File: src/hw/pga_pkg.sv
// Constants for the three-port pin group with alternate functions
package pga_pkg;
  // Data-memory addresses in bank zero
  localparam logic [6:0] PGA_ADDR_PORT_B = 7'h6e;
  localparam logic [6:0] PGA_ADDR_INPUT_ONLY = 7'h6f;
  localparam logic [6:0] PGA_ADDR_PORT_A = 7'h73;
  // Register-file addresses
  localparam logic [6:0] PGA_RF_ALT_SELECT = 7'h0b;
  localparam logic [6:0] PGA_RF_GROUP_PULLUP = 7'h0c;
  localparam logic [6:0] PGA_RF_PORT_A_PULLUP = 7'h0d;
  localparam logic [6:0] PGA_RF_ANALOG_SELECT = 7'h1b;
  localparam logic [6:0] PGA_RF_PORT_A_DIR = 7'h2b;
  localparam logic [6:0] PGA_RF_GROUP_DIR = 7'h2c;
  // Field positions
  localparam int PGA_BIT_SERIAL_EN = 0;
  localparam int PGA_BIT_TIMER_SEL = 3;
  localparam int PGA_BIT_PORT_B_GROUP = 2;
  localparam int PGA_BIT_VREF_PIN = 1;
  localparam int PGA_PIN_SCK = 0;
  localparam int PGA_PIN_SO = 1;
  localparam int PGA_PIN_SI = 2;
  localparam int PGA_PIN_TMO = 3;
  // Reset values
  localparam logic [3:0] PGA_RST_NIBBLE = 4'h0;
  localparam logic PGA_RST_BIT = 1'b0;
  localparam logic PGA_RST_TOGGLE = 1'b1;
  localparam logic [1:0] PGA_RST_INPUT_ONLY = 2'h0;
  // Synchroniser depth
  localparam int PGA_SYNC_STAGES = 3;
endpackage

File: src/hw/pga_port_group.sv
// Open-drain ports A and B and the input-only port with alternate functions
// How it works
// Port A at 73H, latch write, mode-dependent read
// Per-bit direction; zero means input, reads pin
// Output bits drive latch; read returns latch
// Per-bit pull-up enable on port A
// Reset clears port A direction and latch
// Latch kept when direction returns to input
// Serial enable takes pins zero to two
// Timer select takes pin three
// Toggle output one at reset, inverts on match
// Pin three's function selected independently; pins zero to two switch together on serial enable
// Read source per alternate function and clock
// Port B at 6EH with group direction
// Port B drives latch when output, reads accordingly
// Port B group pull-up bit
// Reset clears port B direction and latch
// Two-bit input port at 6FH, high bits zero
// Writes to input-only port ignored
// Any analog select makes bit one read zero
// Analog select bit switches channel pin
// Open-drain: pull low on zero, release on one
`timescale 1ns/1ns
`default_nettype none
module pga_port_group (
  // Clock and reset
  input wire logic clk,
  input wire logic rst_n,
  // Data-memory access
  input wire logic [6:0] dmAddr,
  input wire logic dmWrite,
  input wire logic dmRead,
  input wire logic [3:0] dmWdata,
  output logic [3:0] dmRdata,
  // Register-file access
  input wire logic [6:0] rfAddr,
  input wire logic rfWrite,
  input wire logic rfRead,
  input wire logic [3:0] rfWdata,
  output logic [3:0] rfRdata,
  // Serial interface side
  input wire logic serialClkInternal,
  input wire logic serialClkOut,
  input wire logic serialDataOut,
  output logic serialClkIn,
  output logic serialDataIn,
  // Timer 1 side
  input wire logic timer1Reset,
  input wire logic timer1Match,
  // Port A pins
  input wire logic [3:0] portAIn,
  output logic [3:0] portAOut,
  output logic [3:0] portAOe_n,
  output logic [3:0] portAPullup,
  // Port B pins
  input wire logic [3:0] portBIn,
  output logic [3:0] portBOut,
  output logic [3:0] portBOe_n,
  output logic [3:0] portBPullup,
  // Input-only port pins and converter side
  input wire logic [1:0] inputOnlyIn,
  output logic standbyReleaseInput,
  output logic vrefPinSelect,
  output logic [3:0] analogPinEnable
);
  import pga_pkg::*;

  logic [3:0] portALatch;
  logic [3:0] portABitDirection;
  logic [3:0] portABitPullup;
  logic [3:0] portBLatch;
  logic portBGroupDirection;
  logic portBGroupPullup;
  logic serialPinsEnable;
  logic timerToggleOutSelect;
  logic timerToggleOutput;
  logic [3:0] analogInputSelect;
  logic [3:0] portALevel;
  logic [3:0] portBLevel;
  logic [1:0] inputOnlyLevel;
  logic [3:0] portADrive;
  logic [3:0] portAValue;
  logic [3:0] portAReadLatch;
  logic [3:0] next_dmRdata;
  logic [3:0] next_rfRdata;

  function automatic logic hit(input logic [6:0] addr, input logic [6:0] reg_addr,
                               input logic strobe);
    hit = strobe && (addr == reg_addr);
  endfunction

  pga_pin_sync #(.WIDTH(4)) u_sync_a (
    .clk(clk),
    .rst_n(rst_n),
    .pinRaw(portAIn),
    .pinLevel(portALevel)
  );
  pga_pin_sync #(.WIDTH(4)) u_sync_b (
    .clk(clk),
    .rst_n(rst_n),
    .pinRaw(portBIn),
    .pinLevel(portBLevel)
  );
  pga_pin_sync #(.WIDTH(2)) u_sync_f (
    .clk(clk),
    .rst_n(rst_n),
    .pinRaw(inputOnlyIn),
    .pinLevel(inputOnlyLevel)
  );

  // Output latches; direction is not consulted so the latch survives
  always_ff @(posedge clk or negedge rst_n) begin
    if (!rst_n) begin
      portALatch <= PGA_RST_NIBBLE;
      portBLatch <= PGA_RST_NIBBLE;
    end else begin
      if (hit(dmAddr, PGA_ADDR_PORT_A, dmWrite)) begin
        portALatch <= dmWdata;
      end
      if (hit(dmAddr, PGA_ADDR_PORT_B, dmWrite)) begin
        portBLatch <= dmWdata;
      end
      // Input-only address has no storage, writes fall through
    end
  end

  // Register-file control bits owned by this block
  always_ff @(posedge clk or negedge rst_n) begin
    if (!rst_n) begin
      portABitDirection <= PGA_RST_NIBBLE;
      portABitPullup <= PGA_RST_NIBBLE;
      portBGroupDirection <= PGA_RST_BIT;
      portBGroupPullup <= PGA_RST_BIT;
      serialPinsEnable <= PGA_RST_BIT;
      timerToggleOutSelect <= PGA_RST_BIT;
      analogInputSelect <= PGA_RST_NIBBLE;
    end else if (rfWrite) begin
      unique case (rfAddr)
        PGA_RF_PORT_A_DIR: portABitDirection <= rfWdata;
        PGA_RF_PORT_A_PULLUP: portABitPullup <= rfWdata;
        PGA_RF_GROUP_DIR: portBGroupDirection <= rfWdata[PGA_BIT_PORT_B_GROUP];
        PGA_RF_GROUP_PULLUP: portBGroupPullup <= rfWdata[PGA_BIT_PORT_B_GROUP];
        PGA_RF_ALT_SELECT: begin
          serialPinsEnable <= rfWdata[PGA_BIT_SERIAL_EN];
          timerToggleOutSelect <= rfWdata[PGA_BIT_TIMER_SEL];
        end
        PGA_RF_ANALOG_SELECT: analogInputSelect <= rfWdata;
        default: ;
      endcase
    end
  end

  // Toggle output; a match in the reset cycle loses to the reset
  always_ff @(posedge clk or negedge rst_n) begin
    if (!rst_n) begin
      timerToggleOutput <= PGA_RST_TOGGLE;
    end else if (timer1Reset) begin
      timerToggleOutput <= PGA_RST_TOGGLE;
    end else if (timer1Match) begin
      timerToggleOutput <= ~timerToggleOutput;
    end
  end

  // Per-pin function selection for port A
  always_comb begin
    portADrive = portABitDirection;
    portAValue = portALatch;
    portAReadLatch = portABitDirection;
    if (serialPinsEnable) begin
      portADrive[PGA_PIN_SCK] = serialClkInternal;
      portAValue[PGA_PIN_SCK] = serialClkOut;
      portAReadLatch[PGA_PIN_SCK] = serialClkInternal;
      portADrive[PGA_PIN_SO] = 1'b1;
      portAValue[PGA_PIN_SO] = serialDataOut;
      portAReadLatch[PGA_PIN_SO] = 1'b1;
      portADrive[PGA_PIN_SI] = 1'b0;
      portAReadLatch[PGA_PIN_SI] = 1'b0;
    end
    if (timerToggleOutSelect) begin
      portADrive[PGA_PIN_TMO] = 1'b1;
      portAValue[PGA_PIN_TMO] = timerToggleOutput;
      portAReadLatch[PGA_PIN_TMO] = 1'b1;
    end
  end

  // Open-drain pads: only a driven zero enables the pad
  assign portAOut = 4'h0;
  assign portAOe_n = ~(portADrive & ~portAValue);
  assign portAPullup = portABitPullup;
  assign portBOut = 4'h0;
  assign portBOe_n = ~({4{portBGroupDirection}} & ~portBLatch);
  assign portBPullup = {4{portBGroupPullup}};

  assign serialClkIn = portALevel[PGA_PIN_SCK];
  assign serialDataIn = portALevel[PGA_PIN_SI];
  assign standbyReleaseInput = inputOnlyLevel[0];
  assign vrefPinSelect = |analogInputSelect;
  assign analogPinEnable = analogInputSelect;

  // Read multiplexers
  always_comb begin
    next_dmRdata = 4'h0;
    unique case (dmAddr)
      PGA_ADDR_PORT_A:
        next_dmRdata = (portAReadLatch & portALatch) | (~portAReadLatch & portALevel);
      PGA_ADDR_PORT_B:
        next_dmRdata = portBGroupDirection ? portBLatch : portBLevel;
      PGA_ADDR_INPUT_ONLY: begin
        next_dmRdata = {2'h0, inputOnlyLevel};
        if (vrefPinSelect) begin
          next_dmRdata[PGA_BIT_VREF_PIN] = 1'b0;
        end
      end
      default: next_dmRdata = 4'h0;
    endcase
  end

  always_comb begin
    next_rfRdata = 4'h0;
    unique case (rfAddr)
      PGA_RF_PORT_A_DIR: next_rfRdata = portABitDirection;
      PGA_RF_PORT_A_PULLUP: next_rfRdata = portABitPullup;
      PGA_RF_GROUP_DIR: next_rfRdata[PGA_BIT_PORT_B_GROUP] = portBGroupDirection;
      PGA_RF_GROUP_PULLUP: next_rfRdata[PGA_BIT_PORT_B_GROUP] = portBGroupPullup;
      PGA_RF_ALT_SELECT: begin
        next_rfRdata[PGA_BIT_SERIAL_EN] = serialPinsEnable;
        next_rfRdata[PGA_BIT_TIMER_SEL] = timerToggleOutSelect;
      end
      PGA_RF_ANALOG_SELECT: next_rfRdata = analogInputSelect;
      default: next_rfRdata = 4'h0;
    endcase
  end

  // Read data held from flip-flops until the next read
  always_ff @(posedge clk or negedge rst_n) begin
    if (!rst_n) begin
      dmRdata <= 4'h0;
    end else if (dmRead) begin
      dmRdata <= next_dmRdata;
    end
  end

  always_ff @(posedge clk or negedge rst_n) begin
    if (!rst_n) begin
      rfRdata <= 4'h0;
    end else if (rfRead) begin
      rfRdata <= next_rfRdata;
    end
  end
endmodule // pga_port_group
`default_nettype wire

File: src/hw/pga_pin_sync.sv
// Three-stage pin synchroniser, change accepted when stages two and three agree
`timescale 1ns/1ns
`default_nettype none
module pga_pin_sync #(
  parameter int WIDTH = 4
) (
  // Clock and reset
  input wire logic clk,
  input wire logic rst_n,
  // Pins and filtered levels
  input wire logic [WIDTH-1:0] pinRaw,
  output logic [WIDTH-1:0] pinLevel
);
  import pga_pkg::*;

  genvar i;
  generate
    for (i = 0; i < WIDTH; i++) begin : g_bit
      logic [PGA_SYNC_STAGES-1:0] stage;
      logic level;
      always_ff @(posedge clk or negedge rst_n) begin
        if (!rst_n) begin
          stage <= '0;
        end else begin
          stage <= {stage[PGA_SYNC_STAGES-2:0], pinRaw[i]};
        end
      end
      // First stage feeds only the second
      always_ff @(posedge clk or negedge rst_n) begin
        if (!rst_n) begin
          level <= 1'b0;
        end else if (stage[1] == stage[2]) begin
          level <= stage[2];
        end
      end
      // One process per bit owns its own flop, the port only collects them
      assign pinLevel[i] = level;
    end
  endgenerate
endmodule // pga_pin_sync
`default_nettype wire

File: config.mk
export PLATFORM = sky130hd
export DESIGN_NAME = pga_port_group
export DESIGN_NICKNAME = d
export VERILOG_FILES = /design/src/hw/pga_pkg.sv /design/src/hw/pga_port_group.sv /design/src/hw/pga_pin_sync.sv
export SDC_FILE = /design/constraint.sdc
export NUM_CORES = 1
export LEC_CHECK = 0
export BUFFER_PORTS_ARGS = -buffer_cell sky130_fd_sc_hd__clkbuf_2
export CAP_MARGIN = 20
export CORE_MARGIN = 2
export CORE_UTILIZATION = 40
export DETAILED_ROUTE_END_ITERATION = 12
export SYNTH_ARGS = -nofsm -noshare
export SYNTH_HDL_FRONTEND = slang
export SYNTH_HIERARCHICAL = 1
export SYNTH_SLANG_ARGS = --single-unit
File: constraint.sdc
create_clock -name clk -period 1.48 [get_ports clk]
set_input_delay 0.148 -clock clk [delete_from_list [all_inputs] [get_ports clk]]
set_output_delay 0.148 -clock clk [all_outputs]
set_load 0.02 [all_outputs]
# After elaboration in Yosys (flattened, before gate mapping)
# Cells that the tools add are included.
[totals]
regBits = 73
inputBits = 43
elab_cells = 85
[classes]
n_eq_ne = 19
n_mux = 13
bitwise_logic = 11
reduce_logical = 10
[ops]
columns = ["operator", "n"]
rows = [
  ["equality test 7 x 4 -> 1 bit (second input constant)", 3],
  ["equality test 7 bit (second input constant)", 3],
  ["inverter 4 bit", 5],
  ["AND 4 bit", 4],
  ["equality test 7 x 6 -> 1 bit (second input constant)", 2],
  ["one-hot mux 4 bit (3 select lines)", 1],
  ["AND reduction 2 bit", 6],
  ["equality test 1 bit", 10],
  ["one-hot mux 1 bit (4 select lines)", 2],
  ["equality test 7 x 5 -> 1 bit (second input constant)", 1],
  ["two-way mux 1 bit", 5],
  ["one-hot mux 1 bit (5 select lines)", 1],
  ["two-way mux 4 bit", 1],
  ["OR 4 bit", 1],
  ["OR reduction 4 bit", 1],
  ["two-way mux 3 bit", 1],
  ["one-hot mux 1 bit (3 select lines)", 1],
  ["logical AND 1 bit", 2],
  ["two-way mux 2 bit", 1],
  ["nonzero test 2 bit", 1],
  ["inverter 1 bit", 1],
]

# Logic depth before layout (Yosys ltp)
# Gate-level depths: netlist (run 1).
[depth]
depth_word = 5
ltp_mapped = 5
depth_no_buf = 4

# Modules after synthesis
# The synthesis (run 1) kept the hierarchy.
[modules_own_cells]
columns = ["module", "n_inst", "cells_per_inst", "area_each_um2", "seq_area_each_um2"]
rows = [
  ["pga_port_group", 1, 174, 1909.3, 827.0],
  ["pga_pin_sync (u_sync_a ...)", 2, 24, 475.5, 400.4],
  ["pga_pin_sync (u_sync_f)", 1, 12, 237.7, 200.2],
]

# Worst setup path before layout (run 1)
# OpenSTA, ideal clock, no wires.
[synth_timing]
path_type = "register to register"
startpoint = "reg analogInputSelect[0] (netlist: analogPinEnable[0])"
endpoint = "reg dmRdata[1]"
setup_time_ns = 0.073
arrival_time_ns = 1.478
t_required_ns = 1.407
setup_slack_ns = -0.071
stages_incl_launch_ff = 5
path_buffers = 0
cell_sequence = "dfrtp_1 > or4_4 > o22ai_1 > a22oi_1 > a21oi_2"
[synth_between]
elab_chain_cells = 3
[synth_rtl]
columns = ["element", "line", "source"]
rows = [
  ["start, declared", "pga_port_group.sv:77", "logic [3:0] analogInputSelect;"],
  ["start signal, assigned", "pga_port_group.sv:147", "PGA_RF_ANALOG_SELECT: analogInputSelect <= rfWdata;"],
  ["OR reduction 4 bit", "pga_port_group.sv:197", "assign vrefPinSelect = |analogInputSelect;"],
  ["net vrefPinSelect", "pga_port_group.sv:63", "output logic vrefPinSelect,"],
  ["two-way mux 1 bit", "pga_port_group.sv:210", "if (vrefPinSelect) begin"],
  ["one-hot mux 4 bit (3 select lines)", "pga_port_group.sv:203", "unique case (dmAddr)"],
  ["end signal, assigned", "pga_port_group.sv:239", "dmRdata <= next_dmRdata;"],
  ["end, declared", "pga_port_group.sv:34", "output logic [3:0] dmRdata,"],
]
# The timed path passes the listed nets, and every way through them passes these cells.
# A chain may end at the register's enable or synchronous reset.

# Worst setup path after layout (run 1)
[layout_timing]
startpoint = "reg analogInputSelect[1] (netlist: analogPinEnable[1])"
endpoint = "out vrefPinSelect"
[layout_between]
elab_chain_cells = 1
[layout_rtl]
columns = ["element", "line"]
rows = [
  ["OR reduction 4 bit", "pga_port_group.sv:197"],
  ["end, declared", "pga_port_group.sv:63"],
]
# No other way between the ends.

==> summary.md, run 1 <==
| Metric | Value |
|---|---|
| Status | `finished with violations` |
| Failing checks | `negative setup slack` |
| Max clock buf depth | `2` |
| Multi-input logic area | `around 1100 µm²` |
| Layout Nets | `around 380` |
| Commonest cells after routing, fill and taps aside | `dfrtp_1, clkbuf_2, mux2_2` |
| Post-DP HPWL | `4550 µm` |
| GR Overflow Total | `0` |
| Clock Latency Late Sink | `0.34 ns` |
| Initial Utilization | `40.7%` |
| Final WL | `between 6000 and 7000 µm` |
| Slew Limit Fails | `0` |
| Reg area | `1830 µm²` |
| Arr. time, crit path | `1.44 ns` |
| Tcrit/Tclk final | `108%` |
| Peak VDD IR | `between 600 and 700 µV` |
| Clock Tree Root | `clkbuf_8` |
| Worst-path clk slew | `around 0.07 ns` |
| CP Class | `reg2out` |
| Setup-failing EPs final | `4` |
| Final Power | `4.98 mW` |
| IO Port Bufs | `74` |
| Num CTS Buffers | `9` |
| FILL cells | `approximately 660` |
| Mean routed wirelength per cell | `approximately 14 µm` |
| GPL Wtd Cong | `roughly 0.82` |
| Vias per cell | `4.71` |
| Boundary Pins | `83` |
| Yosys reg bits | `73` |
| Initial DRC count | `approximately 60` |
| Placed insts | `between 400 and 500` |
| Power per cell area | `approximately 1200 nW/µm²` |
| Num Clock Sinks | `73` |
| Core Rows | `32` |
| Vias in the first global route | `between 2000 and 2500` |
| Die extent in y | `a little over 90 µm` |
| Tightest Hold Check Type | `in2reg` |
| Setup slack after layout | `-0.113 ns` |
| CP max stage cell | `or4_4` |
| Crit path largest cell delay | `between 0.5 and 0.6 ns` |
| Initial antenna violation count | `0` |
| CTS H-Tree Depth | `3` |
| Synthesized area | `roughly 3100 µm²` |
| Post-synthesis sequential area ratio | `approximately three fifths` |
| Ys Warns | `6` |
| RSZ-0062 raised after global routing | `yes` |
| Post-Syn Instances | `between 200 and 250` |
| 1st-pass router iterations | `5` |
| Critical path fanouts, max | `2` |
| Total negative slack | `-0.301 ns` |
| Fin crit period | `1.59 ns` |
| CTS tree | `built` |
| Core area | `~7600 µm²` |
| Worst hold margin | `0.0350 ns` |
| Top Family by Delay on Critical Path | `simple AND/OR/NAND/NOR gates` |
| Largest net degree at the start of global routing | `31` |
| Drt drc | `0` |
| Final Non-Filler Cells | `~440` |
| Overall Global Routing Usage | `approximately 16%` |
| Cell chain of the critical path | `or4_4 -> buf_8` |
| Antenna fix cells | `0` |
| Area Growth Syn to Fin | `32.4%` |
| Startpoint Class | `register` |
| DIE AREA | `approximately 8500 µm²` |
| Final hold violations | `0` |
| Layout cell share with drive strength beyond 1 | `around half` |
| Die X | `about 90 µm` |
| Non-Filler Cell Area, Final | `a little over 4000 µm²` |
| Worst Path Required | `approximately 1.3 ns` |
| First-pass GRT wire length | `approximately 10000 µm` |
| Max-cap violations | `0` |
| Total number of vias | `about 2100` |
| R2R Setup Slk | `-0.07 ns` |
| Worst setup EP type | `output port` |
| Fmax | `between 0.6 and 0.7 GHz` |
| Remaining antenna violation count | `0` |
| Worst Skew | `roughly 0.0053 ns` |
| Synth unique cells | `40` |
| Static Leak | `approximately 2 nW` |
| Syn Area/Cell | `approximately 13 µm²` |
| WP buf/inv | `1` |
| DP Area | `3560 µm²` |
[worst reg2reg max path, cell delays in order, from the launching register on]
cell,delay (ns)
dfrtp_2,0.45
buf_4,0.15
buf_6,0.11
mux2i_4,0.17
mux2_4,0.32
a22oi_2,0.16
a21oi_1,0.08
[cell families after synthesis]
kind of cell | after synthesis | share of synthesized area [%]
AOI/OAI and AO/OA | 28 | 5.90
xor gates and xnor gates | 1 | 0.283
adders and majority gates | 10 | 3.63
buffers and inverters | 34 | 7.07
DFF | 73 | 59.0
muxes | 36 | 13.2
other | 1 | 0.121
and+or+nand+nor | 51 | 10.7
[report_power, final]
part	leakage (nW)	internal (mW)	switching [mW]
sequential	0.900	2.13	0.102
clock	0.130	1.29	0.738
combinational	0.932	0.364	0.353
[repair_timing]
action	4_1_cts	5_1_grt
hold buffers	12	0
hold endpoints to repair	38	0
buffers inserted	4	2
gates resized for setup	12	17
pin swaps	1	5
endpoints found under the setup margin	3	8
[registers in the layout, summed over array words and instances (netlist names)]
name,flops
u_sync_b/g_bit.stage,12
u_sync_b/g_bit.level,4
portAPullup,4
u_sync_a/g_bit.level,4
u_sync_f/g_bit.level,2
dmRdata,4
portABitDirection,4
timerToggleOutput,1
timerToggleOutSelect,1
analogPinEnable,4
u_sync_a/g_bit.stage,12
portBGroupPullup,1
rfRdata,4
portALatch,4
portBLatch,4
serialPinsEnable,1
portBGroupDirection,1
u_sync_f/g_bit.stage,6
[synth_stat cells]
cell type	instances	area, µm²
a21oi_1	10	50.1
a21oi_2	1	8.76
a22o_1	2	17.5
a22oi_1	6	45.0
and3_1	1	6.26
and3b_1	2	17.5
and4b_1	1	10.0
buf_1	1	3.75
buf_2	4	20.0
buf_4	23	173
conb_1	1	3.75
dfrtp_1	72	1800
dfstp_2	1	26.3
inv_1	6	22.5
maj3_2	10	113
mux2_2	24	270
mux2_4	4	60.1
mux2i_1	8	80.1
nand2_1	9	33.8
nand2_2	1	6.26
nand2b_1	6	37.5
nand3_1	1	5.00
nand3b_1	3	22.5
nand4b_1	2	17.5
nor2_1	10	37.5
nor2_2	1	6.26
nor2b_1	2	12.5
nor2b_4	1	13.8
nor3_1	2	10.0
nor3b_1	2	15.0
nor4_1	3	18.8
nor4_4	1	21.3
nor4b_4	1	23.8
o21ai_0	3	15.0
o22ai_1	3	18.8
o2bb2ai_1	2	17.5
o32a_1	1	10.0
or2_2	1	6.26
or4_4	1	11.3
xnor2_1	1	8.76
[per-stage QoR]
stage / util, % / worst slack [ns]
after CTS: 53.0 / -0.142
after floorplan: - / -0.0130
after global placement: 46.8 / 0.107
after detailed placement: 46.8 / 0.0803
final: 53.9 / -0.113
after global routing: 53.9 / -0.147
[metal layers]
metal / track usage (%) / vias to the layer above / share of wire [%]
met2: 24.2 / 69 / 48
met4: 5.22 / 0 / 1.4
li1: - / 991 / -
met3: 5.51 / 10 / 6.1
met1: 20.5 / 998 / 45
met5: 0 / - / 0
[final cells by class]
class / instances / area share [%]
Clock buffer: 9 / 3.02
Clock inverter: 7 / 3.45
Inverter: 6 / 0.549
Multi-Input combinational cell: 134 / 27.8
Sequential cell: 73 / 44.7
Tap cell: 102 / 3.11
Timing Repair Buffer: 108 / 17.4
[final timing paths]
kind                            cells after the start                       start                          to
worst max-delay path                                2          analogPinEnable[1]               vrefPinSelect
worst min-delay path                                3                 timer1Match           timerToggleOutput
worst max register to register                      6            serialPinsEnable                  dmRdata[0]
worst min register to register                      0  u_sync_f/g_bit[1].stage[0]  u_sync_f/g_bit[1].stage[1]
max in group asynchronous                           3                       rst_n           timerToggleOutput
min in group asynchronous                           2                       rst_n     u_sync_a/g_bit[0].level
Note: power is estimated with default switching activity, not from simulation.
==> run 2: changes to the inputs <==
--- a/config.mk
+++ b/config.mk
@@ -10,6 +10,7 @@
 export CORE_MARGIN = 2
 export CORE_UTILIZATION = 40
 export DETAILED_ROUTE_END_ITERATION = 12
+export GPL_TIMING_DRIVEN = 0
 export SYNTH_ARGS = -nofsm -noshare
 export SYNTH_HDL_FRONTEND = slang
 export SYNTH_HIERARCHICAL = 1
==> summary.md, run 2 (synthesis results as in run 1) <==
| Metric | Value |
|---|---|
| Status | `finished with violations (unchanged)` |
| Failing checks | `negative setup slack (unchanged)` |
| Most common cell after layout, fill and taps aside | `dfrtp_1` |
| WP buf/inv | `1 (unchanged)` |
| Core Rows | `32 (unchanged)` |
| IO Port Bufs | `71 (was 74)` |
| Fmax | `0.626 GHz (was 0.628 GHz)` |
| Total number of cells along the worst setup path | `2 (unchanged)` |
| Top Registers | `u_sync_a/g_bit.stage x12, u_sync_b/g_bit.stage x12, u_sync_f/g_bit.stage x6 (unchanged)` |
| Cell chain of the critical path | `or4_4 -> buf_8 (unchanged)` |
| Slew Limit Fails | `0 (unchanged)` |
| Tightest Hold Check Type | `in2reg (unchanged)` |
| Core area | `7610 µm² (unchanged)` |
| Vias per cell | `4.60 (was 4.71)` |
| FILL cells | `663 (was 656)` |
| Worst Skew | `0.0125 ns (was 0.00530 ns)` |
| Commonest cells after routing, fill and taps aside | `dfrtp_1, clkbuf_2, buf_4 (was dfrtp_1, clkbuf_2, mux2_2)` |
| Peak VDD IR | `1060 µV (was 691 µV)` |
| Comb pwr share | `14.8% (was 14.4%)` |
| Tcrit/Tclk final | `108% (about the same)` |
| CP Class | `reg2out (unchanged)` |
| Total number of vias | `2056 (was 2068)` |
| Drt drc | `0 (unchanged)` |
| Internal power | `3.90 mW (was 3.79 mW)` |
| Clock network fraction of design power | `41.2% (was 40.7%)` |
| Clock Tree Root | `clkbuf_8 (unchanged)` |
| GPL Wtd Cong | `0.800 (was 0.815)` |
| Max-cap violations | `0 (unchanged)` |
| Critical path fanouts, max | `2 (unchanged)` |
| Startpoint Class | `register (unchanged)` |
| Worst Path Required | `1.33 ns (about the same)` |
| Remaining antenna violation count | `0 (unchanged)` |
| Mean routed wirelength per cell | `13.2 µm (was 14.0 µm)` |
| Die extent in y | `92.0 µm (unchanged)` |
| Boundary Pins | `83 (unchanged)` |
| Layout cell share with drive strength beyond 1 | `50.4% (was 50.7%)` |
| Antenna fix cells | `0 (unchanged)` |
| Reg2reg path depth | `5 (was 6)` |
| Static Leak | `2.00 nW (was 1.96 nW)` |
| Max clock buf depth | `2 (unchanged)` |
| CTS H-Tree Depth | `3 (unchanged)` |
| Switch Pwr | `1.15 mW (was 1.19 mW)` |
| GR Overflow Total | `0 (unchanged)` |
| Largest net degree at the start of global routing | `47 (was 31)` |
| Worst setup path start | `analogPinEnable[1] (unchanged)` |
| DP Worst Slack | `-0.0450 ns (was 0.0803 ns)` |
| Overall Global Routing Usage | `14.9% (was 15.6%)` |
| CTS tree | `built (unchanged)` |
| Clock Latency Late Sink | `0.35 ns (was 0.34 ns)` |
| CP max stage cell | `or4_4 (unchanged)` |
| Critical Path End | `vrefPinSelect (unchanged)` |
| R2R Setup Slk | `-0.11 ns (was -0.07 ns)` |
| First-pass GRT wire length | `9560 µm (was 10000 µm)` |
| Final hold violations | `0 (unchanged)` |
| Post-DP HPWL | `4400 µm (was 4550 µm)` |
| Top Family by Delay on Critical Path | `simple AND/OR/NAND/NOR gates (unchanged)` |
| Num Clock Sinks | `73 (unchanged)` |
| RSZ-0062 raised after global routing | `yes (unchanged)` |
| Setup-failing EPs final | `3 (was 4)` |
| Fin crit period | `1.60 ns (was 1.59 ns)` |
| Area Growth Syn to Fin | `33.9% (was 32.4%)` |
| Layout Nets | `383 (was 375)` |
| Seq pwr share | `44.1% (was 44.9%)` |
| Initial DRC count | `97 (was 59)` |
| Initial Utilization | `40.7% (unchanged)` |
| 1st-pass router iterations | `4 (was 5)` |
| Setup slack after layout | `-0.118 ns (was -0.113 ns)` |
| Initial antenna violation count | `0 (unchanged)` |
| Arr. time, crit path | `1.45 ns (was 1.44 ns)` |
| Total negative slack | `-0.275 ns (was -0.301 ns)` |
| Worst setup EP type | `output port (unchanged)` |
| Num CTS Buffers | `9 (unchanged)` |
| Vias in the first global route | `1991 (was 2074)` |
| Die X | `92.0 µm (unchanged)` |
| Worst hold margin | `0.0467 ns (was 0.0350 ns)` |
| DIE AREA | `8460 µm² (unchanged)` |
| Switching Fraction | `22.7% (was 23.9%)` |
| Worst-path clk slew | `0.08 ns (was 0.07 ns)` |
| Reg2reg start | `analogPinEnable[1] (was serialPinsEnable)` |
| Crit path largest cell delay | `0.55 ns (about the same)` |
| RR Endpoint | `dmRdata[1] (was dmRdata[0])` |
| Final WL | `5900 µm (was 6140 µm)` |
| Power per cell area | `1220 nW/µm² (was 1210 nW/µm²)` |
==> run 2: cell types whose count changed in the layout (fill, tap and decap cells not counted), moves of 2 or more <==
cell and change:
buf_4 +7, buf_2 +3, buf_6 -2, clkbuf_2 -2
==> run 2: how the worst min path moves through the flow <==
stage	start	endpoint	slack, ns	cells after the start
2_1_floorplan	rst_n	analogPinEnable[0]	-0.15	0
3_3_place_gp	portBIn[0]	u_sync_b/g_bit[0].stage[0]	0.26	1
3_5_place_dp	rst_n	u_sync_a/g_bit[0].stage[1]	0.13	1
4_1_cts	timer1Match	timerToggleOutput	0.03	3
5_1_grt	timer1Match	timerToggleOutput	0.03	3
6_report	timer1Match	timerToggleOutput	0.05	3
==> run 2: cell type report <==
type | count | area [µm²] | area share [%]
Sequential cell | 73 | 1830 | 44.1
Inverter | 6 | 22.5 | 0.543
Clock inverter | 5 | 125 | 3.02
Clock buffer | 11 | 151 | 3.65
Multi-Input combinational cell | 134 | 1110 | 26.9
Tap cell | 102 | 128 | 3.08
Buffer | 27 | 191 | 4.61
Timing Repair Buffer | 89 | 584 | 14.1
==> run 2: metrics by stage <==
stage / cells / util, % / instance area (µm²) / total power [mW]
after floorplan: 241 / - / 3130 / 2.66
after global placement: 414 / 47.5 / 3610 / 2.90
after detailed placement: 415 / 47.8 / 3640 / 2.92
after CTS: 446 / 54.2 / 4120 / 5.10
after global routing: 447 / 54.5 / 4150 / 5.29
final: 447 / 54.5 / 4150 / 5.05
==> run 2: power by group through the flow <==
| stage | clock network, mW | registers [mW] | logic, mW |
|---|---|---|---|
| 5_1_grt | 2.24 | 2.25 | 0.807 |
| 3_5_place_dp | 0 | 2.26 | 0.656 |
| 3_3_place_gp | 0 | 2.26 | 0.640 |
| 2_1_floorplan | 0 | 2.27 | 0.380 |
| 4_1_cts | 2.14 | 2.23 | 0.735 |
| 6_report | 2.08 | 2.23 | 0.745 |
==> run 2: what timing repair did <==
action,4_1_cts,5_1_grt
cloned,0,0
pin swaps,2,1
endpoints found under the hold margin,38,0
buffers inserted,4,1
resized for setup,11,9
endpoints found under the setup margin,6,6
hold buffers,12,0
==> run 2: routing by layer <==
| layer | global-route usage (%) | routed length (µm) | vias up |
|---|---|---|---|
| met5 | 0 | 0 | - |
| met4 | 4.23 | 33 | 0 |
| met3 | 5.67 | 345 | 5 |
| met2 | 23.0 | 2800 | 62 |
| met1 | 19.6 | 2720 | 984 |
| li1 | - | - | 1005 |
==> run 2: tightest hold or removal path, delay by kind of cell <==
kind / cells / cell delay (ns)
buffers and inverters: 1 / 0.09
XOR/XNOR: 1 / 0.06
AND/OR/NAND/NOR: 1 / 0.06
